<file path="config.mk">
export PLATFORM = sky130hd
export DESIGN_NAME = mbr_server
export DESIGN_NICKNAME = d
export VERILOG_FILES = /design/src/core/mbr_pkg.sv /design/src/core/mbr_server.sv
export SDC_FILE = /design/constraint.sdc
export NUM_CORES = 1
export LEC_CHECK = 0
export BUFFER_PORTS_ARGS = -buffer_cell sky130_fd_sc_hd__buf_4
export CAP_MARGIN = 5
export CORE_ASPECT_RATIO = 0.8
export CORE_MARGIN = 1.5
export CORE_UTILIZATION = 25
export DETAILED_ROUTE_END_ITERATION = 10
export SLEW_MARGIN = 30
export SYNTH_ARGS = -nofsm -noshare
export SYNTH_HDL_FRONTEND = slang
export SYNTH_SLANG_ARGS = --single-unit
</file>
<file path="constraint.sdc">
create_clock -name mclk -period 4.65 [get_ports mclk]
set_input_delay 0.2325 -clock mclk [delete_from_list [all_inputs] [get_ports mclk]]
set_output_delay 0.2325 -clock mclk [all_outputs]
set_load 0.03 [all_outputs]
</file>
<file path="src/core/mbr_pkg.sv">
// package: constants for the read-only register query handler
package mbr_pkg;
  localparam logic [15:0] TCP_PORT = 16'h01F6;
  localparam logic [7:0] FC_READ_HOLD = 8'h03;
  localparam logic [7:0] FC_READ_INPUT = 8'h04;
  localparam logic [7:0] EXC_FLAG = 8'h80;
  localparam logic [7:0] EXC_FUNC = 8'h01;
  localparam logic [7:0] EXC_ADDR = 8'h02;
  localparam logic [7:0] EXC_VALUE = 8'h03;
  localparam logic [15:0] QTY_MIN = 16'h0001;
  localparam logic [15:0] QTY_MAX = 16'h007D;
  localparam logic [15:0] REG_LAST = 16'h00FF;
  localparam int AREA_BYTES = 512;
  localparam int REQ_LEN = 6;
  localparam int IDX_FUNC = 0;
  localparam int IDX_ADDR_HI = 1;
  localparam int IDX_ADDR_LO = 2;
  localparam int IDX_QTY_HI = 3;
  localparam int IDX_QTY_LO = 4;
endpackage : mbr_pkg

</file>
<file path="src/core/mbr_server.sv">
// design: read-only register query handler (function 3 and 4 PDUs)
module mbr_server #(
  parameter int AREA_BYTES = mbr_pkg::AREA_BYTES
) (
  input wire logic mclk,
  input wire logic rst_n,
  input wire logic [15:0] rx_port,
  input wire logic rx_valid,
  input wire logic rx_last,
  input wire logic [7:0] rx_data,
  output logic rx_ready,
  output logic [15:0] tx_port,
  output logic tx_valid,
  output logic tx_last,
  output logic [7:0] tx_data,
  input wire logic tx_ready,
  output logic [8:0] area_addr,
  output logic area_sel_out,
  input wire logic [7:0] area_rdata,
  input wire logic [15:0] in_size,
  input wire logic [15:0] out_size,
  input wire logic ctl_stat_en,
  input wire logic [15:0] status_word,
  input wire logic [15:0] control_word
);
  typedef enum logic [2:0] {
    S_RECV,
    S_DROP,
    S_CHECK,
    S_HEAD,
    S_DATA
  } mbr_state_e;

  // receive side
  mbr_state_e state_q;
  logic [7:0] req_q [mbr_pkg::REQ_LEN];
  logic [2:0] rcnt_q;
  logic port_ok_q;
  logic rx_take;
  logic first_byte;
  logic port_hit;
  logic frame_full;
  logic frame_good;

  // decoded query fields
  logic [7:0] func;
  logic [15:0] start;
  logic [15:0] qty;
  logic [16:0] last_reg;
  logic [15:0] size_bytes;
  logic [16:0] need_bytes;
  logic func_ok;
  logic qty_ok;
  logic range_ok;
  logic [7:0] check_exc;

  // reply side
  logic [7:0] exc_q;
  logic [1:0] hcnt_q;
  logic [7:0] remain_q;
  logic [15:0] reg_q;
  logic hi_q;
  logic tx_take;
  logic is_exc;
  logic hdr_last;
  logic data_last;
  logic [7:0] hdr_byte;
  logic [7:0] data_byte;
  logic [15:0] cs_word;
  logic cs_hit;

  assign func = req_q[mbr_pkg::IDX_FUNC];
  assign start = {req_q[mbr_pkg::IDX_ADDR_HI], req_q[mbr_pkg::IDX_ADDR_LO]};
  assign qty = {req_q[mbr_pkg::IDX_QTY_HI], req_q[mbr_pkg::IDX_QTY_LO]};

  // 17 bits so a start near the top cannot wrap into a legal range
  assign last_reg = {1'b0, start} + {1'b0, qty} - 17'h00001;
  assign need_bytes = {last_reg[15:0], 1'b0} + 17'h00002;
  assign size_bytes = (func == mbr_pkg::FC_READ_INPUT) ? in_size : out_size;

  assign func_ok = (func == mbr_pkg::FC_READ_INPUT) ||
                   (func == mbr_pkg::FC_READ_HOLD);
  assign qty_ok = (qty >= mbr_pkg::QTY_MIN) && (qty <= mbr_pkg::QTY_MAX);

  // a size input above the area is clipped to what the area holds
  assign range_ok = (last_reg <= {1'b0, mbr_pkg::REG_LAST}) &&
                    (need_bytes <= {1'b0, size_bytes}) &&
                    (need_bytes <= 17'(AREA_BYTES));

  // priority: function, then quantity, then address
  always_comb begin
    check_exc = 8'h00;
    if (!func_ok) begin
      check_exc = mbr_pkg::EXC_FUNC;
    end else if (!qty_ok) begin
      check_exc = mbr_pkg::EXC_VALUE;
    end else if (!range_ok) begin
      check_exc = mbr_pkg::EXC_ADDR;
    end
  end

  assign rx_ready = (state_q == S_RECV) || (state_q == S_DROP);
  assign rx_take = rx_valid && rx_ready;
  assign first_byte = (rcnt_q == 3'h0);
  assign port_hit = (rx_port == mbr_pkg::TCP_PORT);
  assign frame_full = (rcnt_q == 3'(mbr_pkg::REQ_LEN - 2));
  assign frame_good = frame_full && (first_byte ? port_hit : port_ok_q);

  // port is judged once, on the first byte of each frame
  always_ff @(posedge mclk or negedge rst_n) begin
    if (!rst_n) begin
      port_ok_q <= 1'b0;
    end else if (rx_take && first_byte) begin
      port_ok_q <= port_hit;
    end
  end

  // count saturates so an over-long frame cannot wrap back to a good length
  always_ff @(posedge mclk or negedge rst_n) begin
    if (!rst_n) begin
      rcnt_q <= 3'h0;
    end else if (rx_take) begin
      if (rx_last) begin
        rcnt_q <= 3'h0;
      end else if (rcnt_q != 3'(mbr_pkg::REQ_LEN)) begin
        rcnt_q <= rcnt_q + 3'h1;
      end
    end
  end

  // request capture; short or foreign-port frames are dropped whole
  always_ff @(posedge mclk or negedge rst_n) begin
    if (!rst_n) begin
      for (int i = 0; i < mbr_pkg::REQ_LEN; i++) begin
        req_q[i] <= 8'h00;
      end
    end else if (rx_take && rcnt_q < 3'(mbr_pkg::REQ_LEN)) begin
      req_q[rcnt_q] <= rx_data;
    end
  end

  always_ff @(posedge mclk or negedge rst_n) begin
    if (!rst_n) begin
      state_q <= S_RECV;
    end else begin
      unique case (state_q)
        S_RECV: begin
          if (rx_valid && rx_last) begin
            // frame is 5 pdu bytes; anything else gets no reply
            if (frame_good) begin
              state_q <= S_CHECK;
            end
          end else if (rx_valid && frame_full) begin
            state_q <= S_DROP;
          end
        end
        S_DROP: begin
          if (rx_valid && rx_last) begin
            state_q <= S_RECV;
          end
        end
        S_CHECK: begin
          state_q <= S_HEAD;
        end
        S_HEAD: begin
          if (tx_take && tx_last) begin
            state_q <= S_RECV;
          end else if (tx_take && hcnt_q == 2'h1) begin
            state_q <= S_DATA;
          end
        end
        S_DATA: begin
          if (tx_take && tx_last) begin
            state_q <= S_RECV;
          end
        end
        default: begin
          state_q <= S_RECV;
        end
      endcase
    end
  end

  always_ff @(posedge mclk or negedge rst_n) begin
    if (!rst_n) begin
      exc_q <= 8'h00;
    end else if (state_q == S_CHECK) begin
      exc_q <= check_exc;
    end
  end

  always_ff @(posedge mclk or negedge rst_n) begin
    if (!rst_n) begin
      hcnt_q <= 2'h0;
    end else if (state_q == S_CHECK) begin
      hcnt_q <= 2'h0;
    end else if (state_q == S_HEAD && tx_take) begin
      hcnt_q <= hcnt_q + 2'h1;
    end
  end

  // walk through registers; high byte (offset 2n+1) goes first
  always_ff @(posedge mclk or negedge rst_n) begin
    if (!rst_n) begin
      reg_q <= 16'h0000;
      hi_q <= 1'b1;
      remain_q <= 8'h00;
    end else if (state_q == S_CHECK) begin
      reg_q <= start;
      hi_q <= 1'b1;
      remain_q <= qty[7:0];
    end else if (state_q == S_DATA && tx_take) begin
      hi_q <= ~hi_q;
      if (!hi_q) begin
        reg_q <= reg_q + 16'h0001;
        remain_q <= remain_q - 8'h01;
      end
    end
  end

  // read only: the area port has no write strobe at all
  assign area_sel_out = (func == mbr_pkg::FC_READ_HOLD);
  assign area_addr = {reg_q[7:0], hi_q};
  assign cs_word = (func == mbr_pkg::FC_READ_INPUT) ? status_word : control_word;
  assign cs_hit = ctl_stat_en && (reg_q == 16'h0000);

  always_comb begin
    if (cs_hit) begin
      data_byte = hi_q ? cs_word[15:8] : cs_word[7:0];
    end else begin
      data_byte = area_rdata;
    end
  end

  assign is_exc = (exc_q != 8'h00);

  always_comb begin
    hdr_byte = 8'h00;
    unique case (hcnt_q)
      2'h0: begin
        hdr_byte = is_exc ? (func | mbr_pkg::EXC_FLAG) : func;
      end
      2'h1: begin
        hdr_byte = is_exc ? exc_q : {qty[6:0], 1'b0};
      end
      default: begin
        hdr_byte = 8'h00;
      end
    endcase
  end

  // exception replies end after the code byte
  assign hdr_last = (hcnt_q == 2'h1) && is_exc;
  assign data_last = !hi_q && (remain_q == 8'h01);

  always_comb begin
    unique case (state_q)
      S_HEAD: begin
        tx_last = hdr_last;
      end
      S_DATA: begin
        tx_last = data_last;
      end
      default: begin
        tx_last = 1'b0;
      end
    endcase
  end

  assign tx_valid = (state_q == S_HEAD) || (state_q == S_DATA);
  assign tx_take = tx_valid && tx_ready;
  assign tx_data = (state_q == S_DATA) ? data_byte : hdr_byte;
  assign tx_port = mbr_pkg::TCP_PORT;
endmodule : mbr_server

</file>
==> flow_summary_export.csv <==
group,metric,value,unit
outcome,outcome,"complete, no violations",
cts,cts.sinks,76,
cts,cts-buffers-inserted,9,
synth,synth_area,6563,µm²
sta,max_slew_margin,44.19,%
place,place_congestion,0.8302,
drt,drc_errors,0,
critical_path,cp_max_fo,4,
place,pre_cts_slack,0.002092,ns
synth,synthArstFlopShare,100.0,%
layout,fill_cells,2613,
cts,root_buffer,"clkbuf_16",
critical_path,rrSetupSlack,0.13,ns
grt,grt_use_met1,21.00,%
place,placed_cell_area,7919,µm²
critical_path,critPathRequiredTime,4.88,ns
grt,antenna_found_initial,0,
run,cap_violations,0,
critical_path,critPathLaunchType,"flip-flop",
sta,layout_setup_ws,0.1341,ns
place,dpl.hpwl,14.80,mm
layout,design_area,8657,µm²
critical_path,rr_worst_depth,21,
synth,synth.distinct_cells,75,
drt,vias,5842,
sta,setup-violations-final,0,
synth,synth.largest_area_cell,"dfrtp_1",
floorplan,die_y,147.9,µm
layout,multi_input_area,4363,µm²
synth,synth_edf_count,0,
worst_hold_path,hold_path_class,"in -> reg",
cts,clockBufferDepth,2,
floorplan,die_w,184.1,µm
layout,regArea,1903,µm²
grt,grt_pass1_vias,5442,
sta,finalCritPeriodShare,97.12,%
critical_path,critPathTopFamily,"simple AND/OR/NAND/NOR gates",
sta,worstMarginPinSlew,0.8347,ns
drt,drt_iter0_drc,395,
worst_hold_path,holdPathEnd,"state_q[2]$_DFFE_PN0P_",
synth,synthFlopType,"dfrtp_1",
cts,path_clk_slew,0.07,ns
grt,use_met2,19.79,%
sta,skew,0.01004,ns
synth,syn_inst,711,
drt,viasPerCell,4.816,
synth,ys_warn_count,0,
sta,setup_tns,0,ns
sta,post-route-min-period,4.516,ns
grt,grt_usage,13.74,%
sta,maxClockFrequency,221.4,MHz
place,port_buffers,122,
critical_path,path_cells,"inv_1, ha_1, inv_2, ha_4, fa_2, a211oi_2, buf_4, or2_1, buf_4, nand2_1, o41a_1, or2_2, ha_4, nand4_1, nor3_2, a221o_1, nor3_2, a31oi_1, nor4_1, and4bb_1, a21oi_1",
critical_path,crit_path_top_delay_cell,"o41a_1",
synth,netlist.area_leader.share,28.60,%
synth,synth_seq_cells,76,
layout,drive_above_1_share,32.71,%
sta,hold_violations,0,
grt,grt_pass1_wl,29.38,mm
drt,avgRoutedWirePerCell,15.82,µm
critical_path,slowest_delay,0.47,ns
drt,ant_nets,0,
worst_hold_path,worstHoldStart,"tx_ready",
critical_path,cp-startpoint,"req_q[25]$_DFFE_PN0P_",
floorplan,ioPinCount,139,
critical_path,critPathKind,"reg -> reg",
grt,use_met3,2.587,%
critical_path,cp.arrival,4.75,ns
cts,cts_max_level,3,
floorplan,start_util,25.67,%
sta,rsz0062_at_grt,"yes",
synth,ys_seq_area_share,29.00,%
grt,top_usage_layer,"met1",
critical_path,crit_path_end_kind,"flip-flop",
floorplan,die_area,27240,µm²
layout,layout_common_cells,"buf_4, inv_1, dfrtp_1, ha_1, nand2_1",
worst_hold_path,hold_path_depth,2,
cts,tritoncts,"built",
grt,grt_max_degree,77,
critical_path,r2r_start,"req_q[25]$_DFFE_PN0P_",
drt,first_pass_iters,5,
critical_path,r2r-end,"exc_q[1]$_DFFE_PN0P_",
cts,clk_latency,0.35,ns
critical_path,worstPathBufferInverterCount,4,
layout,insertedDiodeCount,0,
layout,layout.nets,1017,
layout,layout_commonest_cell,"buf_4",
synth,syn_area_per_cell,9.230,µm²
layout,area_delta_synth_final,31.92,%
synth,synth_area_leaders,"dfrtp_1, ha_1, mux2_2",
sta,drv_slew,0,
drt,routed_wl,19.19,mm
floorplan,num_rows,52,
floorplan,design.core.area,25570,µm²
grt,grt_overflow,0,
registers in the layout (all words and copies together), names as in the netlist:
signal and cells:
hcnt_q 2, rcnt_q 3, reg_q 16, remain_q 8
state_q 3, func 8, exc_q 2, req_q 16
qty 16, hi_q 1, port_ok_q 1
synthesized netlist by cell type, types with 3 or more instances:
library cell  instances
a2111oi_0             3
a211oi_1              5
a21o_1                9
a21oi_1              37
a221o_1               6
a221oi_1              9
a31oi_1               5
and3_1               11
buf_1                 3
buf_2                 8
buf_4                25
clkbuf_1             12
dfrtp_1              75
ha_1                 57
inv_1                80
mux2_2               41
mux2i_1              28
mux4_2                8
nand2_1              47
nand2b_1              3
nand3_1              27
nand4_1               8
nor2_1               26
nor2b_1               5
nor3_1               14
nor3b_1               7
nor4_1               11
nor4b_1               6
o2111ai_1             5
o211a_1               4
o211ai_1              5
o21a_1                3
o21ai_0              28
o21bai_1              4
o221ai_1              5
o22ai_1               5
o311ai_0              3
or4_1                 4
xnor2_1              10
xor2_1               11
final cells by class:
| type | instances | area share, % |
|---|---|---|
| Clock buffer | 9 | 2.602 |
| Tap cell | 351 | 5.073 |
| Inverter | 80 | 3.469 |
| Sequential cell | 76 | 21.98 |
| Multi-Input combinational cell | 521 | 50.40 |
| Clock inverter | 7 | 1.705 |
| Timing Repair Buffer | 169 | 14.77 |
through the flow:
stage          hold slack [ns]  utilization, %  std cells
2_1_floorplan         -0.06309               -        725
6_report                0.1498           33.86       1213
4_1_cts                 0.1369           32.54       1196
5_1_grt                 0.1556           33.86       1213
3_3_place_gp            0.4660           30.96       1179
3_5_place_dp            0.3278           30.97       1179
worst reg2reg max path, stage by stage, from the launching register on:
cell and delay, ns:
dfrtp_1 0.35, inv_1 0.05, ha_1 0.28, inv_2 0.04, ha_4 0.16, fa_2 0.39, a211oi_2 0.29, buf_4 0.19
or2_1 0.13, buf_4 0.15, nand2_1 0.09, o41a_1 0.47, or2_2 0.32, ha_4 0.25, nand4_1 0.10, nor3_2 0.05
a221o_1 0.33, nor3_2 0.16, a31oi_1 0.08, nor4_1 0.24, and4bb_1 0.22, a21oi_1 0.07
logic make-up (layout without fill, tap and decap cells):
kind of cell	after synthesis	in the layout	share of synthesized area [%]
and+or+nand+nor	193	193	16.76
xor gates and xnor gates	22	22	3.050
DFF	76	76	29.00
AOI/OAI and AO/OA	155	155	16.95
buffers and inverters	128	265	8.904
adders and majority gates	58	58	11.17
other	2	16	0.1144
muxes	77	77	14.05
worst max-delay path by stage:
stage / endpoint / slack (ns) / depth (start not counted)
floorplan: exc_q[1]$_DFFE_PN0P_ / 0.20 / 21
finish: exc_q[1]$_DFFE_PN0P_ / 0.13 / 21
global route: exc_q[1]$_DFFE_PN0P_ / -0.10 / 21
detailed placement: exc_q[1]$_DFFE_PN0P_ / 0.002 / 21
CTS: exc_q[1]$_DFFE_PN0P_ / 0.06 / 21
global placement: exc_q[1]$_DFFE_PN0P_ / 0.14 / 21
routing by layer:
| metal | vias up | routed length, µm |
|---|---|---|
| met1 | 2805 | 9694 |
| met2 | 155 | 8224 |
| met3 | 15 | 1127 |
| met5 | - | 0 |
| met4 | 0 | 143 |
| li1 | 2867 | - |
what timing repair did:
item / CTS / global route
hold buffers: 1 / 0
cloned: 0 / 0
pin swaps: 0 / 26
hold endpoints to repair: 75 / 0
setup endpoints to repair: 1 / 1
gates resized for setup: 2 / 39
buffers inserted: 0 / 17
Power is left out: the tool's default activity adds up to more than one toggle a clock period on the data nets, which glitch-free logic cannot reach.
